**src/macsaf_pkg.sv**
```systemverilog
/*
  constants shared by the station address filter: register indices, field positions,
  reset values and timing figures.
  assumes a 100 MHz clock and a register port addressed by word index.
*/
package macsaf_pkg;

  // register indices on the register port
  localparam logic [7:0] MACSAF_CONTROL_IDX = 8'h01;
  localparam logic [7:0] MACSAF_ADDR_UPPER_IDX = 8'h02;
  localparam logic [7:0] MACSAF_ADDR_LOWER_IDX = 8'h03;
  localparam logic [7:0] MACSAF_HASH_UPPER_IDX = 8'h04;
  localparam logic [7:0] MACSAF_HASH_LOWER_IDX = 8'h05;
  localparam logic [7:0] MACSAF_IRQ_STATUS_IDX = 8'h10;
  localparam logic [7:0] MACSAF_IRQ_MASK_IDX = 8'h11;
  localparam logic [7:0] MACSAF_STATE_IDX = 8'h12;

  // control register fields
  localparam int MACSAF_RECEIVE_ON_BIT = 2;
  localparam int MACSAF_TRANSMIT_ON_BIT = 3;
  localparam int MACSAF_DEFER_CHECK_BIT = 5;
  localparam int MACSAF_GROUP_ALL_BIT = 6;
  localparam logic [31:0] MACSAF_CONTROL_MASK = 32'h0000006C;

  // interrupt status fields
  localparam int MACSAF_IRQ_LOAD_DONE = 0;
  localparam int MACSAF_IRQ_DEFER_ABORT = 1;
  localparam int MACSAF_IRQ_ACCEPT = 2;
  localparam int MACSAF_IRQ_REJECT = 3;
  localparam int MACSAF_IRQ_WIDTH = 4;

  // reset values and the upper address write mask
  localparam logic [31:0] MACSAF_CONTROL_RESET = 32'h00000000;
  localparam logic [31:0] MACSAF_ADDR_UPPER_RESET = 32'h00000FFF;
  localparam logic [31:0] MACSAF_ADDR_LOWER_RESET = 32'h0FFFFFFF;
  localparam logic [31:0] MACSAF_HASH_RESET = 32'h00000000;
  localparam logic [31:0] MACSAF_ADDR_UPPER_FIELD = 32'h0000FFFF;

  // configuration memory locations of the station address
  localparam logic [7:0] MACSAF_CFG_FIRST_LOC = 8'h01;
  localparam logic [7:0] MACSAF_CFG_LAST_LOC = 8'h06;

  // timing
  localparam int MACSAF_CLOCK_PERIOD_NS = 10;
  localparam int MACSAF_BIT_TIME_10M_NS = 100;
  localparam int MACSAF_BIT_TIME_100M_NS = 10;
  localparam int MACSAF_BIT_CYCLES_10M = MACSAF_BIT_TIME_10M_NS / MACSAF_CLOCK_PERIOD_NS;
  localparam int MACSAF_BIT_CYCLES_100M = MACSAF_BIT_TIME_100M_NS / MACSAF_CLOCK_PERIOD_NS;
  localparam int MACSAF_DEFER_LIMIT_BITS = 24288;

  // ethernet crc, reflected form
  localparam logic [31:0] MACSAF_CRC_POLY = 32'hEDB88320;
  localparam logic [31:0] MACSAF_CRC_INIT = 32'hFFFFFFFF;
  localparam int MACSAF_DEST_BYTES = 6;

  typedef enum logic [2:0] {
    MACSAF_LD_START,
    MACSAF_LD_REQUEST,
    MACSAF_LD_WAIT,
    MACSAF_LD_DONE
  } macsaf_load_e;

endpackage : macsaf_pkg

```
**src/macsaf_crc.sv**
```systemverilog
/*
  byte-wide ethernet crc over the destination address, least significant bit first.
  assumes bytes arrive on the same clock; init and data_valid never coincide.
*/
`timescale 1ns/1ps
module macsaf_crc
  import macsaf_pkg::*;
(
  // clock and reset
  input wire logic clock,
  input wire logic reset,
  // byte stream
  input wire logic init,
  input wire logic data_valid,
  input wire logic [7:0] data,
  // running remainder
  output logic [31:0] crc_value
);

  logic [31:0] stage [0:8];

  assign stage[0] = crc_value;

  ////////////////////////////////////////////////////////////////////////////
  // one shift step per data bit
  genvar i;
  generate
    for (i = 0; i < 8; i++) begin : g_bit
      logic feedback;
      assign feedback = stage[i][0] ^ data[i];
      assign stage[i+1] = (stage[i] >> 1) ^ (feedback ? MACSAF_CRC_POLY : 32'h00000000);
    end
  endgenerate

  always_ff @(posedge clock) begin
    if (reset || init) begin
      crc_value <= MACSAF_CRC_INIT;
    end else if (data_valid) begin
      crc_value <= stage[8];
    end
  end

endmodule : macsaf_crc

```
**src/macsaf_top.sv**
```systemverilog
/*
  station address, multicast hash filter, path enables and deferral limit of a 10/100 mac.
  assumes the phy byte stream and the configuration memory reader share this clock;
  carrier sense arrives unsynchronised.
*/
// The strobed register port is this design's own decision.
`timescale 1ns/1ps
module macsaf_top
  import macsaf_pkg::*;
#(
  parameter int DEFER_LIMIT_BITS = MACSAF_DEFER_LIMIT_BITS
) (
  // clock and reset
  input wire logic clock,
  input wire logic reset,
  // register port
  input wire logic [7:0] reg_addr,
  input wire logic [31:0] reg_wdata,
  input wire logic reg_write,
  input wire logic reg_read,
  output logic [31:0] reg_rdata,
  output logic irq,
  // configuration memory reader
  input wire logic cfg_present,
  output logic cfg_rd_req,
  output logic [7:0] cfg_rd_addr,
  input wire logic cfg_rd_valid,
  input wire logic [7:0] cfg_rd_data,
  output logic addr_load_done,
  // transmit side
  input wire logic link_speed_10,
  input wire logic carrier_sense,
  input wire logic tx_frame_ready,
  output logic tx_go,
  output logic tx_defer_abort,
  // receive side
  input wire logic rx_start,
  input wire logic rx_data_valid,
  input wire logic [7:0] rx_data,
  output logic rx_frame_accept,
  output logic rx_frame_reject
);

  localparam int DEFER_COUNT_WIDTH = $clog2(DEFER_LIMIT_BITS + 2);
  localparam logic [DEFER_COUNT_WIDTH-1:0] DEFER_LIMIT =
    DEFER_COUNT_WIDTH'(DEFER_LIMIT_BITS);

  logic [31:0] control_reg;
  logic [31:0] addr_upper_reg;
  logic [31:0] addr_lower_reg;
  logic [31:0] hash_upper_reg;
  logic [31:0] hash_lower_reg;
  logic [MACSAF_IRQ_WIDTH-1:0] irq_status_reg;
  logic [MACSAF_IRQ_WIDTH-1:0] irq_status_next;
  logic [MACSAF_IRQ_WIDTH-1:0] irq_mask_reg;
  logic [MACSAF_IRQ_WIDTH-1:0] irq_event;

  logic receive_path_on;
  logic transmit_path_on;
  logic deferral_limit_check;
  logic accept_every_group_frame;

  ////////////////////////////////////////////////////////////////////////////
  // control bits
  assign receive_path_on = control_reg[MACSAF_RECEIVE_ON_BIT];
  assign transmit_path_on = control_reg[MACSAF_TRANSMIT_ON_BIT];
  assign deferral_limit_check = control_reg[MACSAF_DEFER_CHECK_BIT];
  assign accept_every_group_frame = control_reg[MACSAF_GROUP_ALL_BIT];

  always_ff @(posedge clock) begin
    if (reset) begin
      control_reg <= MACSAF_CONTROL_RESET;
    end else if (reg_write && reg_addr == MACSAF_CONTROL_IDX) begin
      control_reg <= reg_wdata & MACSAF_CONTROL_MASK;
    end
  end

  ////////////////////////////////////////////////////////////////////////////
  // station address load from configuration memory
  macsaf_load_e load_state;
  logic load_byte;
  logic [7:0] load_loc;
  logic present_seen;

  always_ff @(posedge clock) begin
    if (reset) begin
      load_state <= MACSAF_LD_START;
      cfg_rd_req <= 1'b0;
      cfg_rd_addr <= MACSAF_CFG_FIRST_LOC;
      addr_load_done <= 1'b0;
      present_seen <= 1'b0;
    end else begin
      cfg_rd_req <= 1'b0;
      case (load_state)
        MACSAF_LD_START: begin
          // programmed memory is caught once, after reset release
          present_seen <= cfg_present;
          cfg_rd_addr <= MACSAF_CFG_FIRST_LOC;
          load_state <= cfg_present ? MACSAF_LD_REQUEST : MACSAF_LD_DONE;
        end
        MACSAF_LD_REQUEST: begin
          cfg_rd_req <= 1'b1;
          load_state <= MACSAF_LD_WAIT;
        end
        MACSAF_LD_WAIT: begin
          if (cfg_rd_valid) begin
            if (cfg_rd_addr == MACSAF_CFG_LAST_LOC) begin
              load_state <= MACSAF_LD_DONE;
            end else begin
              cfg_rd_addr <= cfg_rd_addr + 8'h01;
              load_state <= MACSAF_LD_REQUEST;
            end
          end
        end
        MACSAF_LD_DONE: begin
          addr_load_done <= 1'b1;
        end
        default: begin
          load_state <= MACSAF_LD_DONE;
        end
      endcase
    end
  end

  assign load_byte = (load_state == MACSAF_LD_WAIT) && cfg_rd_valid;
  assign load_loc = cfg_rd_addr - MACSAF_CFG_FIRST_LOC;

  ////////////////////////////////////////////////////////////////////////////
  // station address registers; a loaded byte wins over a host write
  always_ff @(posedge clock) begin
    if (reset) begin
      addr_lower_reg <= MACSAF_ADDR_LOWER_RESET;
    end else if (load_byte && load_loc < 8'h04) begin
      addr_lower_reg[load_loc[1:0]*8 +: 8] <= cfg_rd_data;
    end else if (reg_write && reg_addr == MACSAF_ADDR_LOWER_IDX) begin
      addr_lower_reg <= reg_wdata;
    end
  end

  always_ff @(posedge clock) begin
    if (reset) begin
      addr_upper_reg <= MACSAF_ADDR_UPPER_RESET;
    end else if (load_byte && load_loc >= 8'h04) begin
      addr_upper_reg[load_loc[0]*8 +: 8] <= cfg_rd_data;
    end else if (reg_write && reg_addr == MACSAF_ADDR_UPPER_IDX) begin
      addr_upper_reg <= reg_wdata & MACSAF_ADDR_UPPER_FIELD;
    end
  end

  ////////////////////////////////////////////////////////////////////////////
  // multicast hash table
  always_ff @(posedge clock) begin
    if (reset) begin
      hash_upper_reg <= MACSAF_HASH_RESET;
    end else if (reg_write && reg_addr == MACSAF_HASH_UPPER_IDX) begin
      hash_upper_reg <= reg_wdata;
    end
  end

  always_ff @(posedge clock) begin
    if (reset) begin
      hash_lower_reg <= MACSAF_HASH_RESET;
    end else if (reg_write && reg_addr == MACSAF_HASH_LOWER_IDX) begin
      hash_lower_reg <= reg_wdata;
    end
  end

  ////////////////////////////////////////////////////////////////////////////
  // carrier sense synchroniser; a change counts once stages two and three agree
  logic crs_meta;
  logic crs_sync2;
  logic crs_sync3;
  logic crs_level;

  always_ff @(posedge clock) begin
    if (reset) begin
      crs_meta <= 1'b0;
      crs_sync2 <= 1'b0;
      crs_sync3 <= 1'b0;
      crs_level <= 1'b0;
    end else begin
      crs_meta <= carrier_sense;
      crs_sync2 <= crs_meta;
      crs_sync3 <= crs_sync2;
      if (crs_sync2 == crs_sync3) begin
        crs_level <= crs_sync3;
      end
    end
  end

  ////////////////////////////////////////////////////////////////////////////
  // bit time enable: every cycle at 100 Mb/s, every tenth at 10 Mb/s
  logic [3:0] bit_div;
  logic bit_tick;

  always_ff @(posedge clock) begin
    if (reset) begin
      bit_div <= 4'h0;
      bit_tick <= 1'b0;
    end else begin
      if (bit_div >= 4'((link_speed_10 ? MACSAF_BIT_CYCLES_10M : MACSAF_BIT_CYCLES_100M) - 1)) begin
        bit_div <= 4'h0;
        bit_tick <= 1'b1;
      end else begin
        bit_div <= bit_div + 4'h1;
        bit_tick <= 1'b0;
      end
    end
  end

  ////////////////////////////////////////////////////////////////////////////
  // deferral timer and transmit gate
  logic deferring;
  logic abort_hold;
  logic [DEFER_COUNT_WIDTH-1:0] defer_count;

  assign deferring = tx_frame_ready && transmit_path_on && crs_level && !abort_hold;

  always_ff @(posedge clock) begin
    if (reset) begin
      defer_count <= '0;
    end else if (!deferring) begin
      defer_count <= '0;
    end else if (bit_tick && defer_count <= DEFER_LIMIT) begin
      defer_count <= defer_count + 1'b1;
    end
  end

  always_ff @(posedge clock) begin
    if (reset) begin
      abort_hold <= 1'b0;
      tx_defer_abort <= 1'b0;
    end else begin
      tx_defer_abort <= 1'b0;
      if (!tx_frame_ready) begin
        abort_hold <= 1'b0;
      end else if (deferring && deferral_limit_check && defer_count > DEFER_LIMIT) begin
        // the attempt is dropped until the frame source withdraws it
        abort_hold <= 1'b1;
        tx_defer_abort <= 1'b1;
      end
    end
  end

  always_ff @(posedge clock) begin
    if (reset) begin
      tx_go <= 1'b0;
    end else begin
      tx_go <= tx_frame_ready && transmit_path_on && !crs_level && !abort_hold;
    end
  end

  ////////////////////////////////////////////////////////////////////////////
  // destination address capture and filter
  logic rx_active;
  logic [2:0] rx_count;
  logic [47:0] dest_addr;
  logic decide_pending;
  logic crc_feed;
  logic [31:0] crc_value;
  logic [5:0] hash_index;
  logic hash_bit;
  logic is_group;
  logic station_match;
  logic frame_ok;

  assign crc_feed = rx_active && rx_data_valid && rx_count < 3'(MACSAF_DEST_BYTES);

  macsaf_crc u_crc (
    .clock(clock),
    .reset(reset),
    .init(rx_start),
    .data_valid(crc_feed),
    .data(rx_data),
    .crc_value(crc_value)
  );

  always_ff @(posedge clock) begin
    if (reset) begin
      rx_active <= 1'b0;
      rx_count <= 3'h0;
      dest_addr <= 48'h000000000000;
      decide_pending <= 1'b0;
    end else if (rx_start) begin
      rx_active <= receive_path_on;
      rx_count <= 3'h0;
      decide_pending <= 1'b0;
    end else if (crc_feed) begin
      dest_addr[rx_count*8 +: 8] <= rx_data;
      rx_count <= rx_count + 3'h1;
      decide_pending <= (rx_count == 3'(MACSAF_DEST_BYTES - 1));
    end else begin
      decide_pending <= 1'b0;
    end
  end

  // top six bits of the standard crc sit reversed in the low bits of the reflected remainder
  assign hash_index = {crc_value[0], crc_value[1], crc_value[2],
                       crc_value[3], crc_value[4], crc_value[5]};
  assign hash_bit = hash_index[5] ? hash_upper_reg[hash_index[4:0]]
                                  : hash_lower_reg[hash_index[4:0]];
  assign is_group = dest_addr[0];
  assign station_match = dest_addr == {addr_upper_reg[15:0], addr_lower_reg};
  assign frame_ok = is_group ? (accept_every_group_frame || hash_bit)
                             : station_match;

  always_ff @(posedge clock) begin
    if (reset) begin
      rx_frame_accept <= 1'b0;
      rx_frame_reject <= 1'b0;
    end else begin
      rx_frame_accept <= decide_pending && frame_ok;
      rx_frame_reject <= decide_pending && !frame_ok;
    end
  end

  ////////////////////////////////////////////////////////////////////////////
  // interrupt status, write one to clear, a new event wins over the clear
  assign irq_event = {decide_pending && !frame_ok, decide_pending && frame_ok,
                      deferring && deferral_limit_check && defer_count > DEFER_LIMIT
                        && tx_frame_ready,
                      load_state == MACSAF_LD_DONE && !addr_load_done};

  always_comb begin
    irq_status_next = irq_status_reg;
    if (reg_write && reg_addr == MACSAF_IRQ_STATUS_IDX) begin
      irq_status_next = irq_status_next & ~reg_wdata[MACSAF_IRQ_WIDTH-1:0];
    end
    irq_status_next = irq_status_next | irq_event;
  end

  always_ff @(posedge clock) begin
    if (reset) begin
      irq_status_reg <= '0;
      irq_mask_reg <= '0;
      irq <= 1'b0;
    end else begin
      irq_status_reg <= irq_status_next;
      if (reg_write && reg_addr == MACSAF_IRQ_MASK_IDX) begin
        irq_mask_reg <= reg_wdata[MACSAF_IRQ_WIDTH-1:0];
      end
      irq <= |(irq_status_next & (reg_write && reg_addr == MACSAF_IRQ_MASK_IDX
                                  ? reg_wdata[MACSAF_IRQ_WIDTH-1:0] : irq_mask_reg));
    end
  end

  ////////////////////////////////////////////////////////////////////////////
  // read data, one cycle after the strobe, zero otherwise
  always_ff @(posedge clock) begin
    if (reset) begin
      reg_rdata <= 32'h00000000;
    end else if (reg_read) begin
      case (reg_addr)
        MACSAF_CONTROL_IDX: reg_rdata <= control_reg;
        MACSAF_ADDR_UPPER_IDX: reg_rdata <= addr_upper_reg;
        MACSAF_ADDR_LOWER_IDX: reg_rdata <= addr_lower_reg;
        MACSAF_HASH_UPPER_IDX: reg_rdata <= hash_upper_reg;
        MACSAF_HASH_LOWER_IDX: reg_rdata <= hash_lower_reg;
        MACSAF_IRQ_STATUS_IDX: reg_rdata <= {28'h0000000, irq_status_reg};
        MACSAF_IRQ_MASK_IDX: reg_rdata <= {28'h0000000, irq_mask_reg};
        MACSAF_STATE_IDX: reg_rdata <= {27'h0000000, present_seen, rx_active,
                                        abort_hold, deferring, addr_load_done};
        default: reg_rdata <= 32'h00000000;
      endcase
    end else begin
      reg_rdata <= 32'h00000000;
    end
  end

endmodule : macsaf_top

```
**config.mk**
```make
export PLATFORM = sky130hd
export DESIGN_NAME = macsaf_top
export DESIGN_NICKNAME = d
export VERILOG_FILES = /design/src/macsaf_pkg.sv /design/src/macsaf_crc.sv /design/src/macsaf_top.sv
export SDC_FILE = /design/constraint.sdc
export NUM_CORES = 1
export LEC_CHECK = 0
export ABC_AREA = 1
export BUFFER_PORTS_ARGS = -buffer_cell sky130_fd_sc_hd__buf_2
export CAP_MARGIN = 20
export CORE_ASPECT_RATIO = 0.6
export CORE_UTILIZATION = 62
export CTS_CLUSTER_SIZE = 16
export DETAILED_ROUTE_END_ITERATION = 16
export PLACE_DENSITY = 0.84
export SLEW_MARGIN = 20
export SYNTH_ARGS = -nofsm -noshare
export SYNTH_HDL_FRONTEND = slang
export SYNTH_SLANG_ARGS = --single-unit
```
**constraint.sdc**
```tcl
create_clock -name clock -period 6.3 [get_ports clock]
set_clock_uncertainty 0.15 [all_clocks]
set_input_delay 0.315 -clock clock [delete_from_list [all_inputs] [get_ports clock]]
set_output_delay 0.315 -clock clock [all_outputs]
set_load 0.01 [all_outputs]
```
# == Word level (Yosys, flattened, before mapping) ==
# Index checks and enable logic that the tools add are counted.
# totals
ff_bits,301
output_inout_bits,47
elab_cells,175
# op_classes
add_sub_neg,9
magnitude_cmp,7
n_eq_ne,17
shift,6
mux,35
bitwise,26
n_reduce_logical,44
# ops
operator,count
32-bit two-way mux,12
32-bit case mux with 8 select lines,1
31-bit by 32-bit XOR with 32-bit output,8
8-bit by 34-bit variable shift with 32-bit output (first input constant),2
8-bit by 34-bit variable part select with 32-bit output,2
32-bit bitwise mux,2
48-bit bitwise mux,1
48-bit equality test,1
8-bit by 34-bit variable shift with 48-bit output (first input constant),1
8-bit by 34-bit variable part select with 48-bit output,1
4-bit negator with 34-bit output,1
5-bit negator with 34-bit output,1
6-bit negator with 34-bit output,1
8-bit by 3-bit equality test with 1-bit output (second input constant),3
8-bit by 5-bit equality test with 1-bit output (second input constant),3
1-bit logical AND,24
8-bit by 2-bit equality test with 1-bit output (second input constant),2
8-bit two-way mux,2
8-bit case mux with 2 select lines,1
15-bit by 1-bit adder with 15-bit output (second input constant),1
15-bit greater-than comparator (second input constant),1
15-bit less-or-equal comparator (second input constant),1
4-bit two-way mux,3
3-bit case mux with 4 select lines,1
34 further kinds,68

# == Logic depth before layout (Yosys ltp) ==
# logic_depth
word_depth,24
mapped_depth,18

# == Cells and area by module ==
# A second synthesis with hierarchy kept.
# hier_totals
cells_unflattened,2035
area_unflattened_um2,14564.0
# modules_own_cells
module,instances,cells_each,area_per_inst_um2,seq_area_each_um2
macsaf_top,1,1639,11981.5,5044.8
macsaf_crc,1,396,2582.5,640.6

# == Worst setup path after synthesis ==
# OpenSTA, ideal clock, no wires.
# synth_path
kind,register to register
start,register cfg_rd_addr[0]
end,register addr_lower_reg[20]
setup_ps,123
t_arrival_ps,2380
required_ps,6027
setup_slack_ps,3647
stages_incl_launch_ff,14
period_less_slack_ps,2653
cell_sequence,dfxtp_1 > inv_2 > clkbuf_1 > ha_1 > o21ai_0 > nand2_1 > o211ai_1 > nor3_2 > nor3_1 > nor2_1 > inv_2 > buf_2 > a21oi_1 > o21ai_0
# synth_via
elab_chain_len,5
word_cells_on_any_way,9
# synth_rtl
item,line,text
start: declaration,macsaf_top.sv:26,"output logic [7:0] cfg_rd_addr,"
start signal: assignment,macsaf_top.sv:110,cfg_rd_addr <= cfg_rd_addr + 8'h01;
8-bit by 1-bit subtractor with 8-bit output (*),macsaf_top.sv:126,assign load_loc = cfg_rd_addr - MACSAF_CFG_FIRST_LOC;
5-bit negator with 34-bit output,macsaf_top.sv:134,addr_lower_reg[load_loc[1:0]*8 +: 8] <= cfg_rd_data;
8-bit by 34-bit variable part select with 32-bit output or 8-bit by 34-bit variable shift with 32-bit output (tied branches),macsaf_top.sv:134,
32-bit bitwise mux,macsaf_top.sv:134,
32-bit two-way mux,macsaf_top.sv:133,end else if (load_byte && load_loc < 8'h04) begin
end signal: indexed assignment,macsaf_top.sv:134,
end signal: assignment,macsaf_top.sv:136,addr_lower_reg <= reg_wdata;
end: declaration,macsaf_top.sv:50,logic [31:0] addr_lower_reg;
# Every way passes the cells marked *; elsewhere a longest branch is shown, timed or not.
# A chain may end at the register's enable or synchronous reset.

# == Worst setup path after layout ==
# layout_path
start,register cfg_rd_addr[0]
end,register addr_upper_reg[15]
# layout_via
elab_chain_len,5
word_cells_on_any_way,9
# layout_rtl
item,line,text
8-bit by 1-bit subtractor with 8-bit output (*),macsaf_top.sv:126,
4-bit negator with 34-bit output,macsaf_top.sv:144,addr_upper_reg[load_loc[0]*8 +: 8] <= cfg_rd_data;
8-bit by 34-bit variable part select with 32-bit output or 8-bit by 34-bit variable shift with 32-bit output (tied branches),macsaf_top.sv:144,
32-bit bitwise mux,macsaf_top.sv:144,
32-bit two-way mux,macsaf_top.sv:143,end else if (load_byte && load_loc >= 8'h04) begin
end signal: indexed assignment,macsaf_top.sv:144,
end signal: assignment,macsaf_top.sv:146,addr_upper_reg <= reg_wdata & MACSAF_ADDR_UPPER_FIELD;
end: declaration,macsaf_top.sv:49,logic [31:0] addr_upper_reg;
# Marks and branches as above.

==> impl_metrics.yaml <==
power_and_ir_drop:
  vdd.ir_drop.worst_uv: 168
  p_total_mw: 3.90
  p_leak_nw: 6.37
  power_density_nw_per_um2: 249
placed_design:
  place_area_um2: 14400
  hpwl_um: 35300
  port_buffers: 113
  place_inst: 2228
  gp_congestion: 1.08
  pre_cts_slack_ps: 2780
cts:
  clk_pin_slew_ps: 70
  post_cts_resized: 0
  cts_setup_buffers: 0
  ctsRootBufferMaster: "clkbuf_16"
  cts_buffer_depth: 3
  cts_tree: "built"
  clock_latency_ps: 540
  cts.sinks: 284
  cts_made_buffers: 26
  cts_hold_buf: 44
  h-tree-depth: 1
timing:
  drv_slew: 0
  setup_viol: 0
  fin_tns_setup_ps: 0
  fin_crit_ps: 4050
  finalHoldViolCount: 0
  timing.hold.ws_ps: 16.1
  rsz0062_at_grt: "no"
  fmax_ghz: 0.247
  fin_crit_sh: 0.643
  tightest_slew_ps: 1100
  fin_ws_ps: 2250
  relSlewSlack: 0.261
logic_synthesis:
  async_reset_ff_frac: 0
  synth_edf_count: 0
  yosys_warnings: 0
  synthTopCellsByArea: "dfxtp_1 (41%), nand2_1 (11%), a21oi_1 (6.6%), o21ai_0 (6.0%), inv_1 (5.3%)"
  synth_nets: 1998
  synth_seq_area_share: 0.414
  synth.most_common_cell: "nand2_1"
  synthFlopType: "dfxtp_1"
  ys_ff_latch: 284
  postSynthCellCount: 1917
  post-synth-top-area-cell: "dfxtp_1"
  syn_area_per_cell_um2: 7.16
  yosys.area.top_type_share: 0.414
  netlist_top_cells_count: "nand2_1 (400), dfxtp_1 (284), inv_1 (195)"
  ys_types: 46
  netlist_area_um2: 13700
die:
  die_y_um: 117
  initial_core_util: 0.644
  rows: 41
  ioPinCount: 114
  coreArea_um2: 21300
  die_area_um2: 22800
  die_w_um: 194
global_route:
  grt_pass1_wl_um: 73300
  grt_pass1_vias: 12500
  grt_max_degree: 69
  globalRouteTotalUtil: 0.424
  antenna_found_initial: 0
  grt_overflow_total: 0
drt:
  route.vias.total: 14500
  drtIter0Drc: 2398
  via_per_inst: 6.25
  drtAntennaViolNets: 0
  wl_um: 49200
  drc_errors: 0
  first_pass_iters: 9
  wire_per_inst_um: 21.2
critical_path:
  cp_slowest_cell: "inv_1"
  cp.required_ps: 6640
  cp-start-kind: "register"
  cpLargestDelayFamily: "buffers and inverters"
  crit_chain: "inv_2 -> ha_1 -> o21ai_0 -> nand2_1 -> o211ai_1 -> nand2_1 -> inv_1 -> nand2_1 -> nand2_1 -> o21ai_0 -> a31oi_1 -> dlygate4sd3_1"
  path_max_fanout: 30
  criticalPathCategory: "reg2reg"
  critical_path_arrival_ps: 4390
  path_buf_inv: 3
  max_stage_delay_ps: 670
  cpMostUsedCell: "nand2_1"
  crit_path_end_kind: "register"
final_layout:
  layout-drive-gt1-share: 0.0971
  postLayoutCoreUtil: 0.735
  nNetsFinal: 2102
  final_area_um2: 15700
  area_delta_synth_final_pct: 14.2
  stdcell_count: 2318
  regMostFlops: "dest_addr"
  largest_reg_flops: 48
  final.fill_count: 1756
  regArea_um2: 5690
  multi_input_area_um2: 6910
  antenna_cells: 0
run_status:
  status: "complete, no violations"
min_path:
  holdCritPathClass: "in2reg"
run:
  maxCapViolCount: 0
-- cells by family after synthesis --
kind of cell | synth area share
AO/OA/AOI/OAI | 0.210
AND/OR/NAND/NOR | 0.225
adder cells (fa/ha/maj) | 0.0128
XOR/XNOR | 0.0545
buffers and inverters | 0.0838
flip-flops | 0.414
-- routing by layer --
metal / part of all wire / wire length, µm / up-vias / track usage
met1: 0.42 / 20900 / 6617 / 0.623
met2: 0.38 / 18500 / 1103 / 0.563
met4: 0.022 / 1080 / 0 / 0.0841
met3: 0.18 / 8800 / 109 / 0.182
met5: 0 / 0 / - / 0
li1: - / - / 6649 / -
-- report_power, final --
part	internal, mW	leakage [nW]	switching, mW	total, mW
Sequential	1.82	2.30	0.0278	1.85
Combinational	0.126	3.64	0.281	0.407
Clock	0.924	0.435	0.721	1.64
Total	2.87	6.37	1.03	3.90
-- path summary, 6_finish.rpt --
path                  startpoint                  to  slack [ps]  cells past startpoint
setup / recovery  cfg_rd_addr[0]  addr_upper_reg[15]        2250                     12
setup reg to reg  cfg_rd_addr[0]  addr_upper_reg[15]        2250                     12
hold reg to reg         crs_meta           crs_sync2         270                      2
hold / removal     reg_wdata[29]  hash_lower_reg[29]          20                      3
-- area by class of cell --
| type | instances | area share |
|---|---|---|
| timing repair buffer | 168 | 0.0694 |
| clock inverter | 12 | 0.00766 |
| sequential | 284 | 0.363 |
| clock buffer | 34 | 0.0479 |
| inverter | 208 | 0.0498 |
| tap | 279 | 0.0223 |
| multi-input combinational | 1333 | 0.440 |
-- worst register-to-register path, cell delays in order (launching register included) --
cell,delay [ps]
dfxtp_1,630
inv_2,250
ha_1,300
o21ai_0,160
nand2_1,80
o211ai_1,140
nand2_1,240
inv_1,680
nand2_1,100
nand2_1,390
o21ai_0,160
a31oi_1,170
dlygate4sd3_1,560
-- cell usage in the layout, fill, tap and decap left out, types with 10 or more instances in the layout --
master,Yosys,routed
a211oi_1,21,21
a21oi_1,180,180
a221oi_1,16,16
a31oi_1,20,20
buf_2,17,113
buf_4,1,11
clkbuf_16,0,27
dfxtp_1,284,284
dlygate4sd3_1,0,44
ha_1,14,14
inv_1,195,193
inv_2,9,10
nand2_1,400,399
nand3_1,129,129
nor2_1,158,157
nor3_1,26,26
nor4_1,11,11
o211ai_1,34,34
o21ai_0,164,164
o22ai_1,34,34
xnor2_1,20,20
xor2_1,46,46
No activity file was read; power rests on OpenSTA's default activity.
